### src/ecv_pkg.sv
// ==========================================================
// shared constants for the signature-verify command path
package ecv_pkg;
    // command framing
    localparam logic [7:0]  OPC_VERIFY    = 8'h45;
    localparam logic [15:0] KEY_SEL_P256  = 16'h0004;
    localparam int          HDR_BYTES     = 4;
    localparam int          SIG_BYTES     = 64;
    localparam int          PUB_BYTES     = 64;
    localparam int          DIG_BYTES     = 32;
    localparam int          DATA_MAX      = SIG_BYTES + PUB_BYTES;
    // mode encodings
    localparam logic [7:0]  M_STO_TK      = 8'h00;
    localparam logic [7:0]  M_STO_BUF     = 8'h20;
    localparam logic [7:0]  M_STO_TK_MAC  = 8'h80;
    localparam logic [7:0]  M_STO_BUF_MAC = 8'hA0;
    localparam logic [7:0]  M_EXT_TK      = 8'h02;
    localparam logic [7:0]  M_EXT_BUF     = 8'h22;
    localparam logic [7:0]  M_EXT_TK_MAC  = 8'hA2;
    localparam logic [7:0]  M_EXT_BUF_MAC = 8'h82;
    localparam int          MODE_MAC_BIT  = 7;
    localparam int          MODE_EXT_BIT  = 1;
    // result codes
    localparam logic [7:0]  RES_OK        = 8'h00;
    localparam logic [7:0]  RES_MISMATCH  = 8'h01;
    localparam logic [7:0]  ERR_PARAM     = 8'h03;
    localparam logic [7:0]  ERR_EXEC      = 8'h0F;
    // mac input layout, byte offsets
    localparam logic [7:0]  MAC_OFS_KEY   = 8'h00;
    localparam logic [7:0]  MAC_OFS_MSG   = 8'h20;
    localparam logic [7:0]  MAC_OFS_NONCE = 8'h40;
    localparam logic [7:0]  MAC_OFS_SIG   = 8'h60;
    localparam logic [7:0]  MAC_OFS_OPC   = 8'hA0;
    localparam logic [7:0]  MAC_OFS_MODE  = 8'hA1;
    localparam logic [7:0]  MAC_OFS_P2LO  = 8'hA2;
    localparam logic [7:0]  MAC_OFS_P2HI  = 8'hA3;
    localparam logic [7:0]  MAC_LAST      = 8'hA3;
    // device states
    typedef enum logic [5:0] {
        ST_RX    = 6'h01,
        ST_CHK   = 6'h02,
        ST_ECC   = 6'h04,
        ST_HASH  = 6'h08,
        ST_HWAIT = 6'h10,
        ST_RESP  = 6'h20
    } ecv_dev_state_t;
    // host states
    typedef enum logic [2:0] {
        HS_IDLE = 3'h1,
        HS_SEND = 3'h2,
        HS_RECV = 3'h4
    } ecv_host_state_t;
endpackage

### src/ecv_if.sv
`timescale 1ns/10ps
// ==========================================================
// byte link between host and verify engine
interface ecv_if;
    logic       cmd_valid;
    logic [7:0] cmd_data;
    logic       cmd_ready;
    logic       rsp_valid;
    logic [7:0] rsp_data;
    logic       rsp_last;
    logic       rsp_ready;
    modport dev (
        input  cmd_valid, cmd_data, rsp_ready,
        output cmd_ready, rsp_valid, rsp_data, rsp_last
    );
    modport host (
        output cmd_valid, cmd_data, rsp_ready,
        input  cmd_ready, rsp_valid, rsp_data, rsp_last
    );
endinterface

### src/ecv_device.sv
`timescale 1ns/10ps
// Notes on behaviour
// (RULE1) verify opcode carries 64-byte signature R then S
// (RULE2) mac only in external or stored verify modes
// (RULE3) mac needs io protection enabled
// (RULE4) mac only after good signature, uses nonce
// (RULE5) external key selector P256, 128 data bytes
// (RULE6) external mac modes choose message and nonce place
// (RULE7) host preloads 32-byte digest in fixed mode
// (RULE8) digest in temp key: nonce in buffer low
// (RULE9) digest in buffer: load digest and nonce together
// (RULE10) non-mac modes answer one result byte
// (RULE11) mac modes answer 32-byte mac or one byte
// (RULE12) external mac input order ends with parameter
// (RULE13) stored key from slot, only signature sent
// (RULE14) stored modes 0x80 and 0xA0 return mac
// (RULE15) stored mac input follows message location
// (RULE16) host validates stored key before use
// (RULE17) external mode keeps no key state
// (RULE18) mac is sha-256 over ordered fields
// (RULE19) stored mac input ends with parameter too
module ecv_device
    import ecv_pkg::*;
(
    input  wire logic         REF_CLK,
    input  wire logic         RSTN,
    input  wire logic         CE,
    ecv_if.dev                LINK,
    input  wire logic [255:0] TEMP_KEY,
    input  wire logic [511:0] MSG_DIGEST_BUF,
    input  wire logic [255:0] IO_KEY,
    input  wire logic         IO_PROT_EN,
    output logic              ECC_REQ,
    output logic              ECC_EXT,
    output logic      [3:0]   ECC_SLOT,
    output logic      [255:0] ECC_MSG,
    input  wire logic [6:0]   ECC_ADDR,
    output logic      [7:0]   ECC_BYTE,
    input  wire logic         ECC_DONE,
    input  wire logic         ECC_OK,
    input  wire logic         ECC_FAULT,
    output logic              SHA_VALID,
    output logic      [7:0]   SHA_DATA,
    output logic              SHA_LAST,
    input  wire logic         SHA_READY,
    input  wire logic         SHA_DONE,
    input  wire logic [255:0] SHA_DIGEST,
    output logic              BUSY
);
    // ==========================================================
    // storage
    ecv_dev_state_t state;
    logic [7:0]     data_mem [0:DATA_MAX-1];
    logic [7:0]     cnt;
    logic [7:0]     opcode;
    logic [7:0]     mode;
    logic [15:0]    p2;
    logic [255:0]   nonce_q;
    logic [255:0]   mac_q;
    logic [7:0]     code;
    logic           rsp_mac;
    logic [7:0]     idx;
    logic [5:0]     ridx;

    // ==========================================================
    // mode and parameter decode
    wire mode_ext   = (mode == M_EXT_TK) || (mode == M_EXT_BUF) ||
                      (mode == M_EXT_TK_MAC) || (mode == M_EXT_BUF_MAC);
    wire mode_sto   = (mode == M_STO_TK) || (mode == M_STO_BUF) ||
                      (mode == M_STO_TK_MAC) || (mode == M_STO_BUF_MAC);
    wire want_mac   = mode[MODE_MAC_BIT];                       // see RULE14
    wire msg_in_buf = (mode == M_STO_BUF) || (mode == M_STO_BUF_MAC) ||
                      (mode == M_EXT_BUF) || (mode == M_EXT_BUF_MAC);
    // data length: signature only, or signature plus key
    wire [7:0] data_len = mode[MODE_EXT_BIT] ? 8'(DATA_MAX) : 8'(SIG_BYTES); // see RULE5 see RULE13
    wire [7:0] last_cnt = 8'(HDR_BYTES - 1) + data_len;             // see RULE1
    wire       take     = LINK.cmd_valid && LINK.cmd_ready;
    wire       rx_last  = take && (cnt >= 8'(HDR_BYTES)) && (cnt == last_cnt);
    wire       sel_ok   = !mode_ext || (p2 == KEY_SEL_P256);      // see RULE5
    wire       prot_ok  = !want_mac || IO_PROT_EN;                 // see RULE3
    wire       param_ok = (opcode == OPC_VERIFY) && (mode_ext || mode_sto) &&
                          sel_ok && prot_ok;                       // see RULE2
    // message and nonce positions follow where the message lies
    wire [255:0] msg_sel   = msg_in_buf ? MSG_DIGEST_BUF[255:0] : TEMP_KEY;           // see RULE6
    wire [255:0] nonce_sel = msg_in_buf ? MSG_DIGEST_BUF[511:256] : MSG_DIGEST_BUF[255:0]; // see RULE15
    wire [6:0]   sig_addr  = 7'(idx - MAC_OFS_SIG);
    wire [7:0]   mac_byte;
    wire [7:0]   rsp_byte  = rsp_mac ? mac_q[{ridx[4:0], 3'h0} +: 8] : code;
    wire         rsp_end   = !rsp_mac || (ridx == 6'(DIG_BYTES - 1));

    // ==========================================================
    // mac input formatter
    ecv_mac_fmt u_fmt (
        .idx      (idx),
        .io_key   (IO_KEY),
        .msg      (ECC_MSG),
        .nonce    (nonce_q),
        .sig_byte (data_mem[sig_addr]),
        .mode     (mode),
        .p2       (p2),
        .mac_byte (mac_byte)
    );

    // ==========================================================
    // received data bytes and engine read port
    always_ff @(posedge REF_CLK) begin
        if (CE) begin
            if (take && cnt >= 8'(HDR_BYTES))
                data_mem[7'(cnt - 8'(HDR_BYTES))] <= LINK.cmd_data;
        end
    end

    // operand bytes for the curve engine
    always_ff @(posedge REF_CLK or negedge RSTN) begin
        if (!RSTN)
            ECC_BYTE <= 8'h00;
        else if (CE)
            ECC_BYTE <= data_mem[ECC_ADDR];
    end

    // ==========================================================
    // command sequencer
    always_ff @(posedge REF_CLK or negedge RSTN) begin
        if (!RSTN) begin
            state          <= ST_RX;
            cnt            <= 8'h00;
            opcode         <= 8'h00;
            mode           <= 8'h00;
            p2             <= 16'h0000;
            nonce_q        <= '0;
            mac_q          <= '0;
            code           <= 8'h00;
            rsp_mac        <= 1'b0;
            idx            <= 8'h00;
            ridx           <= 6'h00;
            ECC_REQ        <= 1'b0;
            ECC_EXT        <= 1'b0;
            ECC_SLOT       <= 4'h0;
            ECC_MSG        <= '0;
            SHA_VALID      <= 1'b0;
            SHA_DATA       <= 8'h00;
            SHA_LAST       <= 1'b0;
            BUSY           <= 1'b0;
            LINK.cmd_ready <= 1'b0;
            LINK.rsp_valid <= 1'b0;
            LINK.rsp_data  <= 8'h00;
            LINK.rsp_last  <= 1'b0;
        end else if (CE) begin
            ECC_REQ <= 1'b0;
            case (state)
                ST_RX: begin
                    LINK.cmd_ready <= !rx_last;
                    if (take) begin
                        cnt  <= rx_last ? 8'h00 : cnt + 8'h01;
                        BUSY <= 1'b1;
                        case (cnt)
                            8'h00:   opcode <= LINK.cmd_data;
                            8'h01:   mode <= LINK.cmd_data;
                            8'h02:   p2[7:0] <= LINK.cmd_data;   // low byte first
                            8'h03:   p2[15:8] <= LINK.cmd_data;
                            default: ;
                        endcase
                    end
                    if (rx_last)
                        state <= ST_CHK;
                end
                ST_CHK: begin
                    ECC_MSG <= msg_sel;                       // see RULE7
                    nonce_q <= nonce_sel;                     // see RULE8 see RULE9
                    ECC_EXT <= mode_ext;                      // see RULE17
                    ECC_SLOT <= p2[3:0];                      // see RULE13
                    if (param_ok) begin
                        ECC_REQ <= 1'b1;
                        state   <= ST_ECC;
                    end else begin
                        code    <= ERR_PARAM;
                        rsp_mac <= 1'b0;
                        state   <= ST_RESP;
                    end
                end
                ST_ECC: begin
                    if (ECC_DONE) begin
                        rsp_mac <= 1'b0;
                        idx     <= MAC_OFS_KEY;
                        if (ECC_FAULT) begin
                            code  <= ERR_EXEC;                // see RULE10
                            state <= ST_RESP;
                        end else if (!ECC_OK) begin
                            code  <= RES_MISMATCH;            // see RULE11
                            state <= ST_RESP;
                        end else if (want_mac) begin
                            state <= ST_HASH;                 // see RULE4
                        end else begin
                            code  <= RES_OK;                  // see RULE10
                            state <= ST_RESP;
                        end
                    end
                end
                ST_HASH: begin
                    if (!SHA_VALID) begin
                        SHA_VALID <= 1'b1;
                        SHA_DATA  <= mac_byte;                // see RULE12 see RULE18
                        SHA_LAST  <= (idx == MAC_LAST);       // see RULE19
                    end else if (SHA_READY) begin
                        SHA_VALID <= 1'b0;
                        SHA_LAST  <= 1'b0;
                        idx       <= idx + 8'h01;
                        if (SHA_LAST)
                            state <= ST_HWAIT;
                    end
                end
                ST_HWAIT: begin
                    if (SHA_DONE) begin
                        mac_q   <= SHA_DIGEST;
                        rsp_mac <= 1'b1;                      // see RULE11
                        state   <= ST_RESP;
                    end
                end
                ST_RESP: begin
                    if (!LINK.rsp_valid) begin
                        LINK.rsp_valid <= 1'b1;
                        LINK.rsp_data  <= rsp_byte;
                        LINK.rsp_last  <= rsp_end;
                    end else if (LINK.rsp_ready) begin
                        LINK.rsp_valid <= 1'b0;
                        LINK.rsp_last  <= 1'b0;
                        ridx           <= ridx + 6'h01;
                        if (LINK.rsp_last) begin
                            ridx           <= 6'h00;
                            BUSY           <= 1'b0;
                            LINK.cmd_ready <= 1'b1;
                            state          <= ST_RX;
                        end
                    end
                end
                default: state <= ST_RX;
            endcase
        end
    end
endmodule

### src/ecv_mac_fmt.sv
`timescale 1ns/10ps
// ==========================================================
// selects one byte of the validation mac input by index
module ecv_mac_fmt
    import ecv_pkg::*;
(
    input  wire logic [7:0]   idx,
    input  wire logic [255:0] io_key,
    input  wire logic [255:0] msg,
    input  wire logic [255:0] nonce,
    input  wire logic [7:0]   sig_byte,
    input  wire logic [7:0]   mode,
    input  wire logic [15:0]  p2,
    output logic      [7:0]   mac_byte
);
    wire [4:0] sub = idx[4:0];
    wire [7:0] key_b   = io_key[{sub, 3'h0} +: 8];
    wire [7:0] msg_b   = msg[{sub, 3'h0} +: 8];
    wire [7:0] nonce_b = nonce[{sub, 3'h0} +: 8];

    // key, message, nonce, r, s, opcode, mode, param low then high
    assign mac_byte = (idx < MAC_OFS_MSG)   ? key_b   :
                      (idx < MAC_OFS_NONCE) ? msg_b   :
                      (idx < MAC_OFS_SIG)   ? nonce_b :
                      (idx < MAC_OFS_OPC)   ? sig_byte :
                      (idx == MAC_OFS_OPC)  ? OPC_VERIFY :
                      (idx == MAC_OFS_MODE) ? mode :
                      (idx == MAC_OFS_P2LO) ? p2[7:0] : p2[15:8];
endmodule

### src/flat_wrapper.sv
// flat-port wrapper written by rule: the top's interface ports become plain ports
module ecv_device_flat import ecv_pkg::*;
  (REF_CLK, RSTN, CE, TEMP_KEY, MSG_DIGEST_BUF, IO_KEY, IO_PROT_EN, ECC_REQ, ECC_EXT, ECC_SLOT, ECC_MSG, ECC_ADDR, ECC_BYTE, ECC_DONE, ECC_OK, ECC_FAULT, SHA_VALID, SHA_DATA, SHA_LAST, SHA_READY, SHA_DONE, SHA_DIGEST, BUSY, LINK_cmd_valid, LINK_cmd_data, LINK_rsp_ready, LINK_cmd_ready, LINK_rsp_valid, LINK_rsp_data, LINK_rsp_last);
  ecv_if LINK_i ();
  input  wire logic REF_CLK;
  input  wire logic RSTN;
  input  wire logic CE;
  input  wire logic [255:0] TEMP_KEY;
  input  wire logic [511:0] MSG_DIGEST_BUF;
  input  wire logic [255:0] IO_KEY;
  input  wire logic IO_PROT_EN;
  output logic ECC_REQ;
  output logic ECC_EXT;
  output logic      [3:0] ECC_SLOT;
  output logic      [255:0] ECC_MSG;
  input  wire logic [6:0] ECC_ADDR;
  output logic      [7:0] ECC_BYTE;
  input  wire logic ECC_DONE;
  input  wire logic ECC_OK;
  input  wire logic ECC_FAULT;
  output logic SHA_VALID;
  output logic      [7:0] SHA_DATA;
  output logic SHA_LAST;
  input  wire logic SHA_READY;
  input  wire logic SHA_DONE;
  input  wire logic [255:0] SHA_DIGEST;
  output logic BUSY;
  input wire logic [$bits(LINK_i.cmd_valid)-1:0] LINK_cmd_valid;
  input wire logic [$bits(LINK_i.cmd_data)-1:0] LINK_cmd_data;
  input wire logic [$bits(LINK_i.rsp_ready)-1:0] LINK_rsp_ready;
  output wire logic [$bits(LINK_i.cmd_ready)-1:0] LINK_cmd_ready;
  output wire logic [$bits(LINK_i.rsp_valid)-1:0] LINK_rsp_valid;
  output wire logic [$bits(LINK_i.rsp_data)-1:0] LINK_rsp_data;
  output wire logic [$bits(LINK_i.rsp_last)-1:0] LINK_rsp_last;
  assign LINK_i.cmd_valid = LINK_cmd_valid;
  assign LINK_i.cmd_data = LINK_cmd_data;
  assign LINK_i.rsp_ready = LINK_rsp_ready;
  assign LINK_cmd_ready = LINK_i.cmd_ready;
  assign LINK_rsp_valid = LINK_i.rsp_valid;
  assign LINK_rsp_data = LINK_i.rsp_data;
  assign LINK_rsp_last = LINK_i.rsp_last;
  ecv_device u_core (.REF_CLK(REF_CLK), .RSTN(RSTN), .CE(CE), .LINK(LINK_i), .TEMP_KEY(TEMP_KEY), .MSG_DIGEST_BUF(MSG_DIGEST_BUF), .IO_KEY(IO_KEY), .IO_PROT_EN(IO_PROT_EN), .ECC_REQ(ECC_REQ), .ECC_EXT(ECC_EXT), .ECC_SLOT(ECC_SLOT), .ECC_MSG(ECC_MSG), .ECC_ADDR(ECC_ADDR), .ECC_BYTE(ECC_BYTE), .ECC_DONE(ECC_DONE), .ECC_OK(ECC_OK), .ECC_FAULT(ECC_FAULT), .SHA_VALID(SHA_VALID), .SHA_DATA(SHA_DATA), .SHA_LAST(SHA_LAST), .SHA_READY(SHA_READY), .SHA_DONE(SHA_DONE), .SHA_DIGEST(SHA_DIGEST), .BUSY(BUSY));
endmodule
### config.mk
export PLATFORM = sky130hd
export DESIGN_NAME = ecv_device_flat
export DESIGN_NICKNAME = d
export VERILOG_FILES = /design/src/ecv_pkg.sv /design/src/ecv_if.sv /design/src/ecv_device.sv /design/src/ecv_mac_fmt.sv /design/src/flat_wrapper.sv
export SDC_FILE = /design/constraint.sdc
export NUM_CORES = 2
export LEC_CHECK = 0
export CELL_PAD_IN_SITES_DETAIL_PLACEMENT = 1
export CELL_PAD_IN_SITES_GLOBAL_PLACEMENT = 1
export CORE_AREA = 2 2 623 625
export DETAILED_ROUTE_END_ITERATION = 10
export DIE_AREA = 0 0 625 627
export DONT_BUFFER_PORTS = 1
export PLACE_DENSITY = 0.51
export SLEW_MARGIN = 10
export SYNTH_ARGS = -nofsm -noshare
export SYNTH_HDL_FRONTEND = slang
export SYNTH_HIERARCHICAL = 1
export SYNTH_SLANG_ARGS = --single-unit
### constraint.sdc
create_clock -name REF_CLK -period 3.83 [get_ports REF_CLK]
set_clock_uncertainty 0.1 [all_clocks]
set_input_delay 0.9575 -clock REF_CLK [delete_from_list [all_inputs] [get_ports REF_CLK]]
set_output_delay 0.9575 -clock REF_CLK [all_outputs]
set_load 0.01 [all_outputs]
==> reports/results.txt <==
Design Power: 49.78 mW
hold_buf cts: 16
CP Capture Type: flop
CTS buffer count: 228
worst path required time: 4.50 ns
wire per inst: 46.50 microns
adder-cell area share of the yosys netlist: 0.1457%
register area share after synthesis: 55.55%
post-route ant nets: 0
DR pass1 iterations: 5
first-pass GRT wire length: 719.2 mm
critical path class: flop to flop
total track usage: 28.12%
max incr delay on CP: 0.61 ns
CTS tree: yes
Post-Synth XOR/XNOR Area: 0.05563%
GPL Wtd Cong: 1.017
f_max: 259.6 MHz
endpoints failing setup: 1
Met3 Routed Length: 54.42 mm
critical path startpoint category: flop
Tightest Pin Transition: 1.381 ns
leakage: 39.39 nW
Tmin final: 3.853 ns
Hold WC Path Type: input pin to asynchronous set/reset pin
PwrDens: 443.2 mW/mm^2
Reg-to-Reg Start: u_core/idx[0]$_DFFE_PN0P_
top cell type's share of synthesized area: 32.55%
FF-to-FF End: u_core/SHA_DATA[7]$_DFFE_PN0P_
ys flop type: edfxtp_1
Remaining Overflow, GRT: 0
Final Cycle Share: 100.6%
die width: 625 microns
sequential cell area: 0.05249 sq mm
Highest Signal Layer: met5
final WL: 568.6 mm
Max Root-Sink Buffers: 4
initial DRC count: 7022
Netlist cell types: 91
Worst R2R Path Depth: 11
final setup TNS: -0.02276 ns
number of antenna violations at the first check in global routing: 351
mux cell area share after synthesis: 29.97%
CTS root buf: clkbuf_16
Reg2Reg Setup Slack: -0.02 ns
initial core utilization: 24.54%
CP cell instances: buf_12 -> buf_4 -> mux4_2 -> mux4_2 -> mux2_2 -> a21oi_4 -> o211ai_1 -> buf_4 -> a2bb2oi_1 -> a31oi_1 -> mux2_2
Final Util: 29.19%
most frequent cell after synthesis: edfxtp_1
Clk pin slew, worst setup/hold paths: 0.06 ns
Avg Inst Size Synth: 14.73 sq um
vias: 66580
Metal-1 WL: 215.9 mm
simple-gate share of the synthesized area: 5.153%
Skew-Pair Late Insertion Delay: 0.98 ns
Worst slew margin: 7.955%
number of I/O port buffers: 0
Die Footprint: 0.3919 sq mm
critical path fanouts, max: 13
met2 routed WL: 264.5 mm
mapped cell area: 0.09446 sq mm
worst vdd ir: 422.4 uV
final hold slack: -0.3668 ns
Num Clock Sinks: 1892
fill count: 40690
core box area: 0.3848 sq mm
Multi-input gate area: 0.03958 sq mm
compound-gate portion of the synthesized area: 6.326%
asr flop ratio synth: 45.88%
RSZ-0062 raised after global routing: yes
Synth area leaders: edfxtp_1 (33%), dfrtp_1 (23%), mux4_2 (18%), mux2i_1 (7.6%), mux2_2 (4.3%)
num rows: 228
Hold Vio Cnt, Final: 187
# DRC: 0
critical path's slowest cell: mux4_2
Layout area overhead: 18.93%
largest net degree at the start of global routing: 271
yosys synthesis warning count: 6
Mapped Nets: 7729
status: finished, violations left
failing checks: hold timing, setup timing
layout cell share with drive strength beyond 1: 30.87%
number of max-cap violations: 0
IO Pins: 1598
largest area contributor in the synthesized netlist: edfxtp_1
Yosys reg bits: 1892
DP Wirelength: 450.0 mm
Data arrival, critical path: 4.52 ns
count of final max-slew check failures: 0
Post-Synthesis Cells: 6412
number of synthesized flops with an enable pin: 1024
Via density: 5.445
Die Ht: 627 microns
Final nets: 8069
Final WS setup: -0.02276 ns
Synth top cells by count: edfxtp_1 (1024), dfrtp_1 (867), mux4_2 (748), mux2i_1 (717), nand2_1 (675)
largest family of logic cells by synthesized area: multiplexers
H-tree Lvls: 4
vias in the first global route: 67010
[cells in the final DEF, fill, tap and decap left out, types with 23 or more instances in the layout]
cell / count
buf_12: 64
clkinv_2: 51
nand2_1: 668
edfxtp_1: 1024
buf_4: 517
nand3_1: 36
o21ai_0: 515
clkbuf_1: 60
nor3_1: 27
o21ai_1: 88
nor2_1: 201
clkbuf_8: 25
mux2i_1: 712
a221oi_1: 46
o22ai_1: 100
nor2b_1: 24
a21oi_1: 46
inv_1: 23
nand2b_1: 26
o221ai_1: 31
clkbuf_16: 233
mux4_2: 748
diode_2: 224
dfrtp_1: 860
mux2_2: 359
[kinds of logic (layout without fill, tap and decap cells)]
logic type / Yosys count / count (layout)
AO/OA/AOI/OAI: 998 / 998
XOR/XNOR: 6 / 6
adder cells (fa/ha/maj): 11 / 11
buffers and inverters: 536 / 1067
flip-flops: 1892 / 1892
multiplexers: 1846 / 1846
other: 0 / 224
AND/OR/NAND/NOR: 1123 / 1123
[what timing repair did]
action	4_1_cts	5_1_grt
pin swaps	1	0
cloned	5	0
endpoints found under the setup margin	8	7
hold endpoints to repair	203	187
buffers inserted	0	15
gates resized for setup	33	13
[final cells by class]
cell class	instances	area share (%)
timing repair buffer	618	5.198
multi-input combinational	3984	35.24
inverter	28	0.09356
clock inverter	103	0.9100
antenna	224	0.4990
sequential	1892	46.73
clock buffer	318	5.697
tap	5060	5.636
[through the flow]
step / worst slack [ns] / std cells / cell area, sq um
after floorplan: 0.4089 / 6412 / 94460
after global placement: -0.4128 / 11550 / 103700
after detailed placement: -0.3548 / 11550 / 103700
after CTS: 0.002658 / 11990 / 111600
after global routing: -0.02798 / 12170 / 112200
final: -0.02276 / 12230 / 112300
[layer usage]
metal,track usage (%),up-vias
li1,-,26140
met1,33.69,35750
met2,44.24,3516
met3,9.329,1024
met4,16.02,146
met5,0,-
[worst max-delay path by stage]
stage,start,end,slack (ns),cells past startpoint
detailed placement,u_core/idx[0]$_DFFE_PN0P_,u_core/SHA_DATA[1]$_DFFE_PN0P_,-0.35,13
global placement,u_core/idx[0]$_DFFE_PN0P_,u_core/SHA_DATA[2]$_DFFE_PN0P_,-0.41,12
floorplan,u_core/idx[0]$_DFFE_PN0P_,u_core/SHA_DATA[4]$_DFFE_PN0P_,0.41,12
CTS,u_core/idx[0]$_DFFE_PN0P_,u_core/SHA_DATA[0]$_DFFE_PN0P_,0.003,12
finish,u_core/idx[0]$_DFFE_PN0P_,u_core/SHA_DATA[7]$_DFFE_PN0P_,-0.02,11
global route,u_core/idx[0]$_DFFE_PN0P_,u_core/SHA_DATA[7]$_DFFE_PN0P_,-0.03,11
[critical path: cells and delay by family, from the launching register on]
family	cells	cell delay, ns
DFF	1	0.49
AOI/OAI and AO/OA	4	0.76
buffers and inverters	3	0.60
muxes	4	1.74
[registers in the layout (all words and copies together) (netlist names), 3 cells and up]
name	count
u_core/data_mem	1024
u_core/code	3
u_core/ECC_SLOT	4
u_core/cnt	8
u_core/LINK.rsp_data	8
u_core/opcode	8
u_core/ECC_BYTE	8
u_core/nonce_q	256
u_core/ridx	6
u_core/ECC_MSG	256
u_core/SHA_DATA	8
u_core/state	6
u_core/mac_q	256
u_core/p2	16
u_core/mode	8
u_core/idx	8
[report_power, final]
group	total (mW)	internal [mW]	switching (mW)
logic	5.41	2.07	3.34
registers	22.2	21.8	0.391
clock network	22.2	12.7	9.50
total	49.8	36.5	13.2
Note: power is estimated with default switching activity, not from simulation.
